$ cat config.mk
export PLATFORM = sky130hd
export DESIGN_NAME = uep_ctrl
export DESIGN_NICKNAME = d
export VERILOG_FILES = /design/src/include/uep_pkg.sv /design/src/core/uep_ctrl.sv /design/src/core/uep_timer.sv
export SDC_FILE = /design/constraint.sdc
export NUM_CORES = 1
export LEC_CHECK = 0
export ABC_AREA = 1
export BUFFER_PORTS_ARGS = -buffer_cell sky130_fd_sc_hd__buf_2
export CAP_MARGIN = 10
export CORE_MARGIN = 2
export CORE_UTILIZATION = 32
export CTS_CLUSTER_SIZE = 28
export DETAILED_ROUTE_END_ITERATION = 10
export GPL_ROUTABILITY_DRIVEN = 0
export PLACE_DENSITY_LB_ADDON = 0.15
export REMOVE_ABC_BUFFERS = 1
export SLEW_MARGIN = 40
export SYNTH_ARGS = -nofsm -noshare
export SYNTH_HDL_FRONTEND = slang
export SYNTH_SLANG_ARGS = --single-unit
$ cat constraint.sdc
create_clock -name i_clk -period 2.3 [get_ports i_clk]
set_clock_uncertainty 0.1 [all_clocks]
set_input_delay 0.575 -clock i_clk [delete_from_list [all_inputs] [get_ports i_clk]]
set_output_delay 0.575 -clock i_clk [all_outputs]
set_load 0.05 [all_outputs]
$ cat src/include/uep_pkg.sv
// Purpose: Shared types and timing counts for the UV EPROM pin controller.
// Assumes: 125 MHz system clock; one clock domain.
// Notes:   All pin strobes are active low as on the part.
package uep_pkg;

  localparam int ADDR_W       = 13;
  localparam int DATA_W       = 8;
  // Address line that takes the raised identifier level, and the byte-select line
  localparam int ID_TRIG_BIT  = 9;
  localparam int ID_SEL_BIT   = 0;
  localparam logic [DATA_W-1:0] ERASED_BYTE = 8'hFF;

  // Clock and times, in their own units
  localparam int CLK_PS       = 8000;
  localparam int T_SETUP_NS   = 2000;   // Address, data, select and supply setup
  localparam int T_HOLD_NS    = 2000;   // Data hold after program strobe rises
  localparam int T_ACC_NS     = 250;    // Slowest access, address or select to data
  localparam int T_FLOAT_NS   = 130;    // Gate high to data pins float
  localparam int T_PULSE_US   = 1000;   // Program pulse width
  localparam int SYNC_CYC     = 2;

  // Least times round up to whole cycles
  localparam int SETUP_CYC    = (T_SETUP_NS * 1000 + CLK_PS - 1) / CLK_PS;
  localparam int HOLD_CYC     = (T_HOLD_NS * 1000 + CLK_PS - 1) / CLK_PS;
  localparam int ACC_CYC      = (T_ACC_NS * 1000 + CLK_PS - 1) / CLK_PS;
  localparam int FLOAT_CYC    = (T_FLOAT_NS * 1000 + CLK_PS - 1) / CLK_PS;
  localparam int PULSE_CYC    = (T_PULSE_US * 1000000 + CLK_PS - 1) / CLK_PS;
  localparam int TMR_W        = 17;

  typedef enum logic [1:0] {
    OP_READ,
    OP_PROGRAM,
    OP_VERIFY,
    OP_IDENT
  } uep_op_t;

  typedef struct packed {
    uep_op_t             op;
    logic [ADDR_W-1:0]   addr;
    logic [DATA_W-1:0]   data;   // Byte to program, or expected byte on verify
  } uep_cmd_t;

  typedef struct packed {
    logic [DATA_W-1:0]   data;
    logic                match;
  } uep_rsp_t;

  typedef struct packed {
    logic [ADDR_W-1:0]   addr;
    logic                out_gate_n;
    logic                program_strobe_n;
    logic                vpp_prog;     // Request program-level supply
    logic                id_raise;     // Request raised level on id_trigger_line
    logic [DATA_W-1:0]   data_pins;
    logic                data_pins_oe_n;
  } uep_pins_t;

endpackage : uep_pkg

$ cat src/core/uep_ctrl.sv
// Purpose: Host-side pin sequencer for a byte-wide UV EPROM array.
// Assumes: Board buffers turn vpp_prog and id_raise into supply levels.
// Notes:   One command at a time; every device idles in standby.
// Operation
// - Program: supply up, select, strobe low, gate high
// - Parallel parts share all but select
// - Verify with gate low, strobe high, supply up
// - Identifier: trigger raised, select, gate low
// - Other address lines low; toggle byte select
// - Decode select per part; shared read gate
module uep_ctrl #(
  parameter int NUM_DEV    = 4,
  parameter int PULSE_CYC  = uep_pkg::PULSE_CYC
) (
  input  wire logic                     i_clk,
  input  wire logic                     i_rst_b,
  input  wire logic                     i_cmd_valid,
  input  wire uep_pkg::uep_cmd_t        i_cmd,
  input  wire logic [$clog2(NUM_DEV)-1:0] i_cmd_dev,
  output logic                          o_cmd_ready,
  output logic                          o_rsp_valid,
  output uep_pkg::uep_rsp_t             o_rsp,
  output uep_pkg::uep_pins_t            o_pins,
  output logic [NUM_DEV-1:0]            o_dev_select_n,
  input  wire logic [uep_pkg::DATA_W-1:0] i_data_pins
);

  typedef enum logic [2:0] {
    ST_IDLE,
    ST_SETUP,
    ST_STROBE,
    ST_ACCESS,
    ST_HOLD,
    ST_FLOAT
  } uep_state_t;

  localparam int TW       = uep_pkg::TMR_W;
  localparam int GATE_CYC = uep_pkg::ACC_CYC + uep_pkg::SYNC_CYC;

  uep_state_t                    state_q;
  uep_pkg::uep_cmd_t             cmd_q;
  uep_pkg::uep_pins_t            pins_q;
  logic [NUM_DEV-1:0]            sel_n_q;
  uep_pkg::uep_rsp_t             rsp_q;
  logic                          rsp_valid_q;
  logic [uep_pkg::DATA_W-1:0]    sync1_q;
  logic [uep_pkg::DATA_W-1:0]    sync2_q;
  logic                          tmr_load;
  logic [TW-1:0]                 tmr_count;
  logic                          tmr_done;
  logic                          take;

  // Phase length in cycles to timer load value
  function automatic logic [TW-1:0] phase(input int cyc);
    phase = TW'(cyc - 1);
  endfunction : phase

  // index address; identifier keeps only byte select
  function automatic logic [uep_pkg::ADDR_W-1:0] pin_addr(input uep_pkg::uep_cmd_t c);
    pin_addr = c.addr;
    if (c.op == uep_pkg::OP_IDENT) begin
      pin_addr = '0;
      pin_addr[uep_pkg::ID_SEL_BIT] = c.addr[uep_pkg::ID_SEL_BIT];
    end
  endfunction : pin_addr

  assign take        = (state_q == ST_IDLE) && i_cmd_valid;
  assign o_cmd_ready = (state_q == ST_IDLE);
  assign o_pins      = pins_q;
  assign o_dev_select_n = sel_n_q;
  assign o_rsp       = rsp_q;
  assign o_rsp_valid = rsp_valid_q;

  // Pins from outside pass two flops before use
  always_ff @(posedge i_clk or negedge i_rst_b) begin
    if (!i_rst_b) begin
      sync1_q <= '0;
      sync2_q <= '0;
    end else begin
      sync1_q <= i_data_pins;
      sync2_q <= sync1_q;
    end
  end

  uep_timer #(
    .W       (TW)
  ) u_timer (
    .i_clk   (i_clk),
    .i_rst_b (i_rst_b),
    .i_load  (tmr_load),
    .i_count (tmr_count),
    .o_done  (tmr_done)
  );

  always_comb begin
    tmr_load  = 1'b0;
    tmr_count = '0;
    case (state_q)
      ST_IDLE: begin
        tmr_load  = take;
        tmr_count = phase(uep_pkg::SETUP_CYC);
      end
      ST_SETUP: begin
        tmr_load  = tmr_done;
        tmr_count = (cmd_q.op == uep_pkg::OP_PROGRAM) ? phase(PULSE_CYC)
                                                      : phase(GATE_CYC);
      end
      ST_STROBE: begin
        tmr_load  = tmr_done;
        tmr_count = phase(uep_pkg::HOLD_CYC);
      end
      ST_ACCESS: begin
        tmr_load  = tmr_done;
        tmr_count = phase(uep_pkg::FLOAT_CYC);
      end
      default: begin
        tmr_load  = 1'b0;
        tmr_count = '0;
      end
    endcase
  end

  always_ff @(posedge i_clk or negedge i_rst_b) begin
    if (!i_rst_b) begin
      state_q <= ST_IDLE;
      cmd_q   <= '0;
    end else begin
      case (state_q)
        ST_IDLE: begin
          if (take) begin
            cmd_q   <= i_cmd;
            state_q <= ST_SETUP;
          end
        end
        ST_SETUP: begin
          if (tmr_done) begin
            state_q <= (cmd_q.op == uep_pkg::OP_PROGRAM) ? ST_STROBE : ST_ACCESS;
          end
        end
        ST_STROBE: if (tmr_done) state_q <= ST_HOLD;
        ST_ACCESS: if (tmr_done) state_q <= ST_FLOAT;
        ST_HOLD:   if (tmr_done) state_q <= ST_IDLE;
        ST_FLOAT:  if (tmr_done) state_q <= ST_IDLE;
        default:   state_q <= ST_IDLE;
      endcase
    end
  end

  // Pin levels; every part rests in standby with gate high
  always_ff @(posedge i_clk or negedge i_rst_b) begin
    if (!i_rst_b) begin
      pins_q.addr             <= '0;
      pins_q.out_gate_n       <= 1'b1;
      pins_q.program_strobe_n <= 1'b1;
      pins_q.vpp_prog         <= 1'b0;
      pins_q.id_raise         <= 1'b0;
      pins_q.data_pins        <= uep_pkg::ERASED_BYTE;
      pins_q.data_pins_oe_n   <= 1'b1;
      sel_n_q                 <= '1;
    end else begin
      case (state_q)
        ST_IDLE: begin
          if (take) begin
            pins_q.addr           <= pin_addr(i_cmd);
            pins_q.vpp_prog       <= (i_cmd.op == uep_pkg::OP_PROGRAM) ||
                                     (i_cmd.op == uep_pkg::OP_VERIFY);
            pins_q.id_raise       <= (i_cmd.op == uep_pkg::OP_IDENT);
            pins_q.data_pins      <= i_cmd.data;
            pins_q.data_pins_oe_n <= (i_cmd.op != uep_pkg::OP_PROGRAM);
            sel_n_q               <= ~(NUM_DEV'(1) << i_cmd_dev);
          end
        end
        ST_SETUP: begin
          if (tmr_done) begin
            if (cmd_q.op == uep_pkg::OP_PROGRAM) begin
              pins_q.program_strobe_n <= 1'b0;
            end else begin
              pins_q.out_gate_n <= 1'b0;
            end
          end
        end
        ST_STROBE: begin
          if (tmr_done) pins_q.program_strobe_n <= 1'b1;
        end
        ST_ACCESS: begin
          if (tmr_done) pins_q.out_gate_n <= 1'b1;
        end
        ST_HOLD, ST_FLOAT: begin
          if (tmr_done) begin
            sel_n_q               <= '1;
            pins_q.data_pins_oe_n <= 1'b1;
            pins_q.vpp_prog       <= 1'b0;
            pins_q.id_raise       <= 1'b0;
            pins_q.addr           <= '0;
          end
        end
        default: begin
          sel_n_q <= '1;
        end
      endcase
    end
  end

  // Response: captured byte; verify compares with expected byte
  always_ff @(posedge i_clk or negedge i_rst_b) begin
    if (!i_rst_b) begin
      rsp_q       <= '0;
      rsp_valid_q <= 1'b0;
    end else begin
      rsp_valid_q <= (state_q == ST_HOLD || state_q == ST_FLOAT) && tmr_done;
      if (state_q == ST_ACCESS && tmr_done) begin
        rsp_q.data  <= sync2_q;
        rsp_q.match <= (sync2_q == cmd_q.data);
      end
    end
  end

  // Helper: length of the low strobe
  logic [TW-1:0] strobe_len_q;
  always_ff @(posedge i_clk or negedge i_rst_b) begin
    if (!i_rst_b) begin
      strobe_len_q <= '0;
    end else if (!pins_q.program_strobe_n) begin
      strobe_len_q <= strobe_len_q + TW'(1);
    end else begin
      strobe_len_q <= '0;
    end
  end
endmodule : uep_ctrl

$ cat src/core/uep_timer.sv
// Purpose: Down counter that times each pin phase.
// Assumes: Load value is phase length minus one.
// Notes:   o_done is a level, high while the count sits at zero.
module uep_timer #(
  parameter int W = 17
) (
  input  wire logic         i_clk,
  input  wire logic         i_rst_b,
  input  wire logic         i_load,
  input  wire logic [W-1:0] i_count,
  output logic              o_done
);

  logic [W-1:0] cnt_q;

  always_ff @(posedge i_clk or negedge i_rst_b) begin
    if (!i_rst_b) begin
      cnt_q <= '0;
    end else if (i_load) begin
      cnt_q <= i_count;
    end else if (cnt_q != '0) begin
      cnt_q <= cnt_q - W'(1);
    end
  end

  // Pure count compare; the sequencer feeds o_done back into i_load
  assign o_done = (cnt_q == '0);

endmodule : uep_timer

## Word-level counts from Yosys, hierarchy flattened

Cells that the tools add are included.

- Register bits after elaboration: 86
- Bits of input ports: 36
- Bits in latches: 0
- Memories: 0
- Output and inout bits: 41
- ROM bits: 0
- Memory bits (writable): 0
- Word-level logic and storage cells: 89

- Reductions and logical operators: 21
- $mul: 0
- Muxes and demuxes: 29
- Shift operators: 1
- Equal/unequal tests: 18
- Bitwise logic cells: 2
- Add/sub/neg operators: 1
- Div/mod/pow operators: 0
- $lt $le $gt $ge: 0

Operators by type and width:

| cell | number |
|---|---|
| $mux W17 | 3 |
| $pmux W17 S3 | 1 |
| $mux W13 | 3 |
| $pmux W13 S2 | 1 |
| $logic_not A17 Y1 | 1 |
| $reduce_bool A17 Y1 | 1 |
| $sub A17 B1 Y17 const B | 1 |
| $mux W3 | 5 |
| $pmux W3 S5 | 1 |
| $pmux W4 S3 | 1 |
| $mux W11 | 1 |
| $ne A2 B2 Y1 const B | 5 |
| $eq A8 B8 Y1 | 1 |
| $mux W4 | 2 |
| $pmux W1 S2 | 4 |
| $reduce_and A4 Y1 | 2 |
| $reduce_bool A2 Y1 | 4 |
| $eq A3 B2 Y1 const B | 2 |
| $eq A3 B3 Y1 const B | 2 |
| $ne A2 B1 Y1 const B | 3 |
| $reduce_and A3 Y1 | 2 |
| $reduce_and A5 Y1 | 1 |
| $eq A2 B1 Y1 const B | 2 |
| $eq A2 B2 Y1 const B | 2 |
| 13 further kinds | 21 |

## Longest topological paths before layout

Gate-level depths: netlist of run 1.

- Depth after elaboration: 4
- Depth in mapped cells: 12
- Gate-level depth less buffers: 12

## Cells and area by module

A second synthesis of run 1 with hierarchy kept.

- Cell total of the unflattened synthesis: 477
- Area, all modules: 4062.6 um2

Modules (own cells, without submodules):

| module | seq. area each (um2) | area each (um2) | cells an instance | times used |
|---|---|---|---|---|
| uep_ctrl | 1745.4 | 2881.5 | 307 | 1 |
| uep_timer | 425.4 | 1181.1 | 170 | 1 |

## Worst setup path before layout of run 1

Ideal clock, no wire load.

- Kind: reg2reg
- Start point: register u_timer.cnt_q[0]
- End point: register pins_q (netlist bit o_pins[17])
- Clock period less this slack: 1.735 ns
- Setup slack: 0.565 ns
- Arrival time: 1.515 ns
- Buffers on the path: 1
- Data required time: 2.080 ns
- Stages on the path, launching flop included: 13
- Library setup time: 0.120 ns
- Path through: dfrtp_1 > inv_1 > ha_1 > inv_1 > nor2_1 > nand2_1 > nor2_8 > nand2_4 > inv_2 > nand2_2 > buf_6 > nand3_1 > nand2_1

- Cells in the longest elaborated chain, start to end: 3

RTL lines:

| what | line | RTL |
|---|---|---|
| start, declared | uep_timer.sv:14 | `logic [W-1:0] cnt_q;` |
| start signal, assigned | uep_timer.sv:20 | `cnt_q <= i_count;` |
| start signal, assigned | uep_timer.sv:22 | `cnt_q <= cnt_q - W'(1);` |
| $logic_not A17 Y1 | uep_timer.sv:27 | `assign o_done = (cnt_q == '0);` |
| $ne A2 B1 Y1 (no line) | -- |  |
| $reduce_and A3 Y1 (no line) | -- |  |
| end, declared | uep_ctrl.sv:42 | `uep_pkg::uep_pins_t pins_q;` |

Every way passes these cells.
A chain may end at the register's enable or synchronous reset.

## Worst setup path in the final report of run 1

- Start point: register state_q[2]
- End point: output port o_cmd_ready

- Cells in the longest elaborated chain, start to end: 1

RTL lines:

| what | line | RTL |
|---|---|---|
| start, declared | uep_ctrl.sv:40 | `uep_state_t state_q;` |
| start signal, assigned | uep_ctrl.sv:137 | `state_q <= (cmd_q.op == uep_pkg::OP_PROGRAM) ? ST_STROBE : ST_ACCESS;` |
| $logic_not A3 Y1 | uep_ctrl.sv:68 | `assign o_cmd_ready = (state_q == ST_IDLE);` |
| end, declared | uep_ctrl.sv:20 | `output logic o_cmd_ready,` |

Every way passes these cells.

==> results of run 1 <==
==> how the worst max path moves through the flow <==
| stage | from | endpoint | slack [ns] | cells after the start |
|---|---|---|---|---|
| floorplan | state_q[2] | u_timer.cnt_q[1] | 0.30 | 9 |
| global placement | u_timer.cnt_q[0] | u_timer.cnt_q[11] | 0.19 | 11 |
| detailed placement | u_timer.cnt_q[0] | u_timer.cnt_q[11] | 0.14 | 11 |
| CTS | u_timer.cnt_q[0] | u_timer.cnt_q[16] | 0.13 | 11 |
| global route | u_timer.cnt_q[0] | o_pins[9] | 0.08 | 11 |
| finish | state_q[2] | o_cmd_ready | 0.20 | 4 |
==> layer usage <==
layer	GRT usage (%)	wire, um	vias up
met5	0	0	-
met4	6.506	171	0
met3	3.321	452	14
met2	23.45	4395	73
met1	20.90	4553	1496
li1	-	-	1556
==> registers in the layout, indices dropped and copies added, names as in the netlist <==
| name | cells |
|---|---|
| o_pins | 26 |
| state_q | 3 |
| cmd_q | 10 |
| u_timer.cnt_q | 17 |
| sync2_q | 8 |
| sync1_q | 8 |
| o_dev_select_n | 4 |
| o_rsp_valid | 1 |
| o_rsp | 9 |
==> through the flow <==
| step | worst slack (ns) | power [mW] |
|---|---|---|
| CTS | 0.1269 | 7.308 |
| global route | 0.08003 | 7.742 |
| detailed placement | 0.1444 | 5.884 |
| finish | 0.2044 | 7.233 |
| floorplan | 0.3044 | 5.035 |
| global placement | 0.1919 | 5.858 |
==> cell families after synthesis <==
logic type                 count (synthesis)  share of synthesized area (%)
and+or+nand+nor                          261                          31.10
DFF                                       86                          55.17
buffers and inverters                     40                          4.579
AOI/OAI and AO/OA                         29                          4.324
xor gates and xnor gates                  16                          3.561
adders and majority gates                  4                          1.272
==> layout by cell type (no fill, tap or decap) <==
cell type | Yosys | routed
nand2_1 | 146 | 146
buf_2 | 6 | 75
dfrtp_1 | 71 | 71
nor2_1 | 34 | 34
nand3_1 | 24 | 24
inv_1 | 23 | 23
o21ai_0 | 17 | 17
nand4_1 | 16 | 16
dfstp_2 | 15 | 15
xnor2_1 | 9 | 9
clkbuf_16 | 0 | 9
nand2_2 | 8 | 8
nor3_1 | 8 | 8
nor2_2 | 8 | 7
xor2_1 | 7 | 7
buf_4 | 0 | 7
inv_2 | 6 | 6
a21oi_2 | 5 | 5
nand3b_1 | 5 | 5
nand2_4 | 4 | 4
a21oi_1 | 4 | 4
ha_1 | 4 | 4
nor3_2 | 3 | 3
clkbuf_1 | 2 | 3
nor2_8 | 2 | 2
nor2_4 | 1 | 2
o211ai_1 | 2 | 2
clkbuf_8 | 0 | 2
nand3_4 | 1 | 1
or2_2 | 1 | 1
a31oi_1 | 1 | 1
clkinvlp_4 | 0 | 1
inv_6 | 0 | 1
buf_12 | 0 | 1
==> area by class of cell <==
cell class / instances / share of cell area [%]
Multi-Input combinational cell: 310 / 33.24
Sequential cell: 86 / 45.41
Timing Repair Buffer: 83 / 9.369
Inverter: 29 / 2.277
Clock buffer: 14 / 5.522
Tap cell: 147 / 3.847
Clock inverter: 2 / 0.3402
==> Yosys cell counts (3+ instances only) <==
cell type | count | area share, %
a21oi_1 | 4 | 0.51
a21oi_2 | 5 | 1.1
buf_2 | 6 | 0.76
buf_6 | 3 | 0.86
dfrtp_1 | 71 | 45
dfstp_2 | 15 | 10
ha_1 | 4 | 1.3
inv_1 | 23 | 2.2
inv_2 | 6 | 0.57
nand2_1 | 146 | 14
nand2_2 | 8 | 1.3
nand2_4 | 4 | 1.1
nand3_1 | 24 | 3.1
nand3b_1 | 5 | 0.95
nand4_1 | 16 | 2.5
nor2_1 | 34 | 3.2
nor2_2 | 8 | 1.3
nor3_1 | 8 | 1.0
nor3_2 | 3 | 0.76
o21ai_0 | 17 | 2.2
xnor2_1 | 9 | 2.0
xor2_1 | 7 | 1.6
==> report_power, final <==
group	internal (mW)	leakage, nW	switching, mW
Combinational	0.947	1.33	2.41
Clock	0.797	0.134	0.589
Sequential	2.10	1.06	0.382
==> critical path: cells and delay by family, from the launching register on <==
kind                   cells  cell delay, ns
and+or+nand+nor            2            0.27
buffers and inverters      2            0.34
DFF                        1            0.47
==> results.sh, run 1 <==
export IMPL_outcome="complete, no violations"
export IMPL_die_h_um=114.9
export IMPL_cts_tree="built"
export IMPL_hold_buffers=0
export IMPL_clock_latency_ns=0.34
export IMPL_cts_sinks=86
export IMPL_drtIter0Drc=145
export IMPL_ys_ff_latch=86
export IMPL_setup_violations=0
export IMPL_p_leak_nw=2.518
export IMPL_firstDrtPassIters=4
export IMPL_dp_cells=655
export IMPL_vias=3139
export IMPL_fill_cells=1252
export IMPL_r2r_start="u_timer.cnt_q[0]"
export IMPL_synth_area_per_cell_sq_um=9.025
export IMPL_slew_viol_final=0
export IMPL_ys_warn_count=0
export IMPL_numPortBuffers=76
export IMPL_crit_chain="nor2_2 > nand2_2 > inv_2 > buf_2"
export IMPL_r2r_slack_ns=0.28
export IMPL_rr_worst_depth=11
export IMPL_grt_max_degree=39
export IMPL_slew_headroom_pct=66.53
export IMPL_seqCellArea_sq_mm=0.002171
export IMPL_finalHoldViolCount=0
export IMPL_vdd_drop_max_v=0.0008458
export IMPL_layout_min_cycle_time_ns=2.096
export IMPL_cts_root_buffer="clkbuf_16"
export IMPL_track_usage_pct=15.26
export IMPL_critPathKind="reg2out"
export IMPL_async_flop_share_pct=100.0
export IMPL_syn_to_final_growth_pct=21.49
export IMPL_ctsHtreeMaxLevel=3
export IMPL_grt_pass1_vias=3031
export IMPL_crit_path_max_fanout=7
export IMPL_wire_per_inst_um=14.27
export IMPL_slowest_delay_ns=0.47
export IMPL_postCtsResizedCells=0
export IMPL_dp_hpwl_um=6806
export IMPL_cp_required_ns=1.62
export IMPL_clkTransAtPathRegs_ns=0.06
export IMPL_grt_pass1_wl_um=15350
export IMPL_die_w_um=114.9
export IMPL_dpl_cell_area_sq_mm=0.004496
export IMPL_multiInputGateArea_sq_mm=0.001589
export IMPL_stdcell_area_sq_mm=0.004781
export IMPL_rsz0062_at_grt="false"
export IMPL_synthDistinctLibCells=29
export IMPL_ys_flop_type="dfrtp_1"
export IMPL_cts_buffer_depth=2
export IMPL_final_cells=671
export IMPL_numCtsBuffers=9
export IMPL_critPathCaptureType="primary output"
export IMPL_hold_worst_slack_ns=0.09625
export IMPL_core_area_sq_mm=0.01201
export IMPL_min_period_over_period_pct=91.11
export IMPL_std_cell_rows=40
export IMPL_p_per_area_mw_per_mm2=1513
export IMPL_r2r_end="u_timer.cnt_q[16]"
export IMPL_tightest_slew_ns=0.5021
export IMPL_grt_ovfl_total=0
export IMPL_viasPerCell=4.678
export IMPL_drcViolationCount=0
export IMPL_ys_seq_area_share_pct=55.17
export IMPL_cpMaxStageDelayCell="dfrtp_1"
export IMPL_cp_data_arrival_time_ns=1.42
export IMPL_hp_class="in2async"
export IMPL_final_nets=559
export IMPL_dieArea_sq_mm=0.01320
export IMPL_io_pins=77
export IMPL_cts_setup_buffers=0
export IMPL_antenna_left=0
export IMPL_synth_edff_count=0
export IMPL_fin_setup_tns_ns=0
export IMPL_mappedNetlistArea_sq_mm=0.003935
export IMPL_drv_cap=0
export IMPL_wl_um=9572
export IMPL_netlist_instances=436
export IMPL_cp_start_kind="flop"
export IMPL_grt_antenna_before_repair=0
export IMPL_drive_above_1_share_pct=28.63
export IMPL_initial_core_util_pct=32.76
export IMPL_utilization_pct=39.80
export IMPL_diodes=0
export IMPL_fmax_ghz=0.4772
(Power assumes the default switching activity.)
==> run 2: changes to the inputs <==
==> constraint.sdc (replaced) <==
create_clock -name i_clk -period 2.7 [get_ports i_clk]
set_clock_uncertainty 0.1 [all_clocks]
set_input_delay 0.675 -clock i_clk [delete_from_list [all_inputs] [get_ports i_clk]]
set_output_delay 0.675 -clock i_clk [all_outputs]
set_load 0.05 [all_outputs]
==> results.sh, run 2 (synthesized netlist as in run 1, its figures left out) <==
export IMPL_ctsHtreeMaxLevel=3
export IMPL_multiInputGateArea_sq_mm=0.001584
export IMPL_final_nets=554
export IMPL_outcome="complete, no violations"
export IMPL_finalHoldViolCount=0
export IMPL_largest_reg_flops=26
export IMPL_cp_data_arrival_time_ns=1.49
export IMPL_io_pins=77
export IMPL_syn_to_final_growth_pct=21.46
export IMPL_r2r_start="u_timer.cnt_q[0]"
export IMPL_die_h_um=114.9
export IMPL_clock_latency_ns=0.33
export IMPL_fin_setup_tns_ns=0
export IMPL_critPathCaptureType="primary output"
export IMPL_final_common_cell="nand2_1"
export IMPL_fmax_ghz=0.4409
export IMPL_cts_setup_buffers=0
export IMPL_critPathKind="reg2out"
export IMPL_grt_pass1_vias=3035
export IMPL_cts_buffer_depth=2
export IMPL_viasPerCell=4.655
export IMPL_die_w_um=114.9
export IMPL_crit_path_start="state_q[2]"
export IMPL_hp_class="in2async"
export IMPL_cp_start_kind="flop"
export IMPL_highest_layer="met4"
export IMPL_layout_min_cycle_time_ns=2.268
export IMPL_layout_common_cells="146 x nand2_1, 75 x buf_2, 71 x dfrtp_1"
export IMPL_grt_max_degree=52
export IMPL_core_area_sq_mm=0.01201
export IMPL_grt_antenna_before_repair=0
export IMPL_vias=3100
export IMPL_drcViolationCount=0
export IMPL_numPortBuffers=76
export IMPL_track_usage_pct=15.06
export IMPL_p_comb_share_pct=44.7
export IMPL_p_sw_share_pct=45.90
export IMPL_std_cell_rows=40
export IMPL_critPathCapture="o_cmd_ready"
export IMPL_r2r_end="u_timer.cnt_q[1]"
export IMPL_final_cells=666
export IMPL_rr_worst_depth=12
export IMPL_route_met2_wl_um=4147
export IMPL_drive_above_1_share_pct=28.32
export IMPL_switchingPower_mw=2.881
export IMPL_grt_pass1_wl_um=15610
export IMPL_firstDrtPassIters=5
export IMPL_drv_cap=0
export IMPL_setup_violations=0
export IMPL_drtIter0Drc=136
export IMPL_fill_cells=1282
export IMPL_rsz0062_at_grt="false"
export IMPL_p_seq_share_pct=33.8
export IMPL_slew_viol_final=0
export IMPL_initial_core_util_pct=32.76
export IMPL_clkTransAtPathRegs_ns=0.07
export IMPL_postCtsResizedCells=0
export IMPL_hold_buffers=0
export IMPL_dp_hpwl_um=6477
export IMPL_antenna_left=0
export IMPL_diodes=0
export IMPL_cts_tree="built"
export IMPL_wl_um=9218
export IMPL_p_per_area_mw_per_mm2=1313
export IMPL_wire_per_inst_um=13.84
export IMPL_numCtsBuffers=9
export IMPL_cts_root_buffer="clkbuf_16"
export IMPL_seqCellArea_sq_mm=0.002171
export IMPL_dieArea_sq_mm=0.01320
export IMPL_cp_required_ns=1.92
export IMPL_min_period_over_period_pct=84.00
export IMPL_wl_met1_um=4482
export IMPL_r2r_slack_ns=0.51
export IMPL_slew_headroom_pct=56.88
export IMPL_tightest_slew_ns=0.6461
export IMPL_crit_path_max_fanout=7
export IMPL_dp_cells=650
export IMPL_intPower_mw=3.396
export IMPL_cts_sinks=86
export IMPL_power_frac_clock_pct=21.5
export IMPL_grt_ovfl_total=0
export IMPL_vdd_drop_max_v=0.0004643
export IMPL_p_leak_nw=2.509
export IMPL_wl_met3_um=476
export IMPL_utilization_pct=39.79
## run 2: changes by cell type in the layout (fill, tap and decap cells not counted), sizes merged
cell,before,now
buf,83,78
bufinv,0,2
clkbuf,14,10
clkinvlp,1,2
inv,30,31
## run 2: power groups by stage
stage / clock (mW) / sequential [mW] / combinational [mW]
floorplan: 0 / 2.82 / 1.47
global placement: 0 / 2.14 / 2.82
detailed placement: 0 / 2.14 / 2.83
CTS: 1.38 / 2.13 / 2.84
global route: 1.44 / 2.18 / 3.12
finish: 1.35 / 2.12 / 2.81
## run 2: worst max-delay path, stage by stage, from the launching register on
cell,delay (ns)
dfrtp_1,0.48
nor2_2,0.18
nand2_2,0.13
inv_2,0.10
buf_2,0.27
## run 2: final cells by class
class	count	area share (%)
clock inverters	6	1.937
well taps	147	3.848
clock buffers	10	4.791
inverters	29	2.277
multi-input cells	310	33.14
repair buffers	78	8.586
flip-flops and latches	86	45.42
## run 2: worst min path at each step
stage	startpoint	to	slack (ns)
3_5_place_dp	sync1_q[2]	sync2_q[2]	0.23
6_report	i_rst_b	u_timer.cnt_q[14]	0.19
5_1_grt	i_rst_b	u_timer.cnt_q[14]	0.22
2_1_floorplan	sync1_q[0]	sync2_q[0]	0.23
4_1_cts	i_rst_b	u_timer.cnt_q[14]	0.20
3_3_place_gp	sync1_q[4]	sync2_q[4]	0.24
## run 2: stage by stage
step	total power [mW]	worst slack, ns	area [sq um]	hold WS, ns
floorplan	4.289	0.7044	3864	0.2312
global placement	4.958	0.5259	4458	0.2351
detailed placement	4.968	0.5059	4458	0.2347
CTS	6.349	0.4403	4780	0.2050
global route	6.738	0.2802	4780	0.2218
finish	6.277	0.4319	4780	0.1920
## run 2: routing by layer
layer	GRT usage [%]	vias up
met5	0	-
met4	4.418	0
met3	3.901	10
met2	22.04	79
met1	21.98	1463
li1	-	1548
==> run 3: changes to the inputs <==
==> constraint.sdc (replaced) <==
create_clock -name i_clk -period 2.1 [get_ports i_clk]
set_clock_uncertainty 0.1 [all_clocks]
set_input_delay 0.525 -clock i_clk [delete_from_list [all_inputs] [get_ports i_clk]]
set_output_delay 0.525 -clock i_clk [all_outputs]
set_load 0.05 [all_outputs]
==> results.sh, run 3 (synthesized netlist as in run 1, its figures left out) <==
export IMPL_hp_class="in2async"
export IMPL_numPortBuffers=76
export IMPL_layout_min_cycle_time_ns=2.006
export IMPL_dp_cells=658
export IMPL_switchingPower_mw=3.734
export IMPL_p_seq_share_pct=33.9
export IMPL_dpl_cell_area_sq_mm=0.004531
export IMPL_clock_latency_ns=0.34
export IMPL_slew_headroom_pct=66.04
export IMPL_crit_path_max_fanout=7
export IMPL_grt_ovfl_total=0
export IMPL_fill_cells=1239
export IMPL_std_cell_rows=40
export IMPL_final_common_cell="nand2_1"
export IMPL_slowest_delay_ns=0.47
export IMPL_p_comb_share_pct=47.2
export IMPL_grt_antenna_before_repair=0
export IMPL_p_leak_nw=2.535
export IMPL_fmax_ghz=0.4985
export IMPL_cts_root_buffer="clkbuf_16"
export IMPL_firstDrtPassIters=4
export IMPL_utilization_pct=40.17
export IMPL_ctsHtreeMaxLevel=3
export IMPL_slew_viol_final=0
export IMPL_initial_core_util_pct=32.76
export IMPL_drive_above_1_share_pct=29.98
export IMPL_critPathKind="reg2out"
export IMPL_hold_worst_slack_ns=0.05821
export IMPL_numCtsBuffers=9
export IMPL_post_place_ws_ns=0.08486
export IMPL_wire_per_inst_um=13.78
export IMPL_drtIter0Drc=126
export IMPL_core_area_sq_mm=0.01201
export IMPL_setup_violations=0
export IMPL_cp_data_arrival_time_ns=1.38
export IMPL_rsz0062_at_grt="false"
export IMPL_grt_max_degree=87
export IMPL_tightest_slew_ns=0.5041
export IMPL_viasPerCell=4.623
export IMPL_finalHoldViolCount=0
export IMPL_vdd_drop_max_v=0.0008706
export IMPL_syn_to_final_growth_pct=22.61
export IMPL_cts_tree="built"
export IMPL_critical_path_top_delay_family="flip-flops"
export IMPL_cp_start_kind="flop"
export IMPL_grt_pass1_vias=3067
export IMPL_largest_reg_flops=26
export IMPL_r2r_slack_ns=0.23
export IMPL_critPathCaptureType="primary output"
export IMPL_cts_sinks=86
export IMPL_stdcell_area_sq_mm=0.004825
export IMPL_finalPower_mw=7.964
export IMPL_power_frac_clock_pct=18.9
export IMPL_diodes=0
export IMPL_p_sw_share_pct=46.88
export IMPL_p_per_area_mw_per_mm2=1651
export IMPL_die_w_um=114.9
export IMPL_vias=3116
export IMPL_drv_cap=0
export IMPL_grt_pass1_wl_um=15350
export IMPL_wl_um=9291
export IMPL_layout_common_cells="145 x nand2_1, 74 x buf_2, 71 x dfrtp_1"
export IMPL_dieArea_sq_mm=0.01320
export IMPL_die_h_um=114.9
export IMPL_cp_required_ns=1.47
export IMPL_final_nets=562
export IMPL_intPower_mw=4.230
export IMPL_final_cells=674
export IMPL_fin_setup_tns_ns=0
export IMPL_io_pins=77
export IMPL_min_period_over_period_pct=95.53
export IMPL_outcome="complete, no violations"
export IMPL_crit_chain="nor2_2 > nand2_2 > inv_2 > clkbuf_4"
export IMPL_drcViolationCount=0
export IMPL_setup_slack_ns=0.09384
export IMPL_worst_path_buf_inv=2
export IMPL_cts_buffer_depth=2
export IMPL_track_usage_pct=14.91
export IMPL_antenna_left=0
export IMPL_dp_hpwl_um=6420
export IMPL_cpMaxStageDelayCell="dfrtp_1"
export IMPL_clkTransAtPathRegs_ns=0.07
-- run 3: what timing repair did --
item | 4_1_cts | 5_1_grt
buffers inserted | 0 | 0
setup endpoints to repair | 0 | 12
gates resized for setup | 0 | 4
hold buffers | 0 | 0
-- run 3: worst reg2reg max path, stage by stage (launching register included) --
cell     delay (ns)
dfrtp_1        0.39
inv_1          0.08
ha_1           0.14
inv_1          0.06
nor2_2         0.12
nand2_2        0.10
nor2_8         0.13
nand2_4        0.12
inv_2          0.09
nand2_2        0.20
nand3_1        0.13
o21ai_0        0.08
-- run 3: per-layer routing --
| metal | track usage, % | vias up | wire (um) |
|---|---|---|---|
| li1 | - | 1566 | - |
| met1 | 20.36 | 1467 | 4405 |
| met2 | 22.63 | 74 | 4266 |
| met3 | 5.008 | 9 | 495 |
| met4 | 4.418 | 0 | 123 |
| met5 | 0 | - | 0 |
-- run 3: path summary, 6_finish.rpt --
path | cells after the start | start | to
min in group i_clk | 1 | i_data_pins[6] | sync1_q[6]
worst min register to register | 0 | sync1_q[2] | sync2_q[2]
worst max register to register | 11 | u_timer.cnt_q[1] | o_pins[9]
worst max-delay path | 4 | state_q[2] | o_cmd_ready
max in group asynchronous | 2 | i_rst_b | o_pins[2]
worst min-delay path | 2 | i_rst_b | u_timer.cnt_q[15]
-- run 3: final cells by class --
type,count,area (sq um),share of cell area (%)
clock buffer,9,225.2,4.668
clock inverter,7,56.30,1.167
inverter,29,108.9,2.256
multi-input combinational,310,1594,33.04
sequential,86,2171,44.99
tap,147,183.9,3.812
timing repair buffer,86,485.5,10.06
-- run 3: power groups by stage --
stage | combinational, mW | clock, mW | sequential (mW)
6_report | 3.76 | 1.51 | 2.70
5_1_grt | 4.15 | 1.62 | 2.78
4_1_cts | 3.78 | 1.57 | 2.70
3_5_place_dp | 3.77 | 0 | 2.72
3_3_place_gp | 3.76 | 0 | 2.71
2_1_floorplan | 1.88 | 0 | 3.63
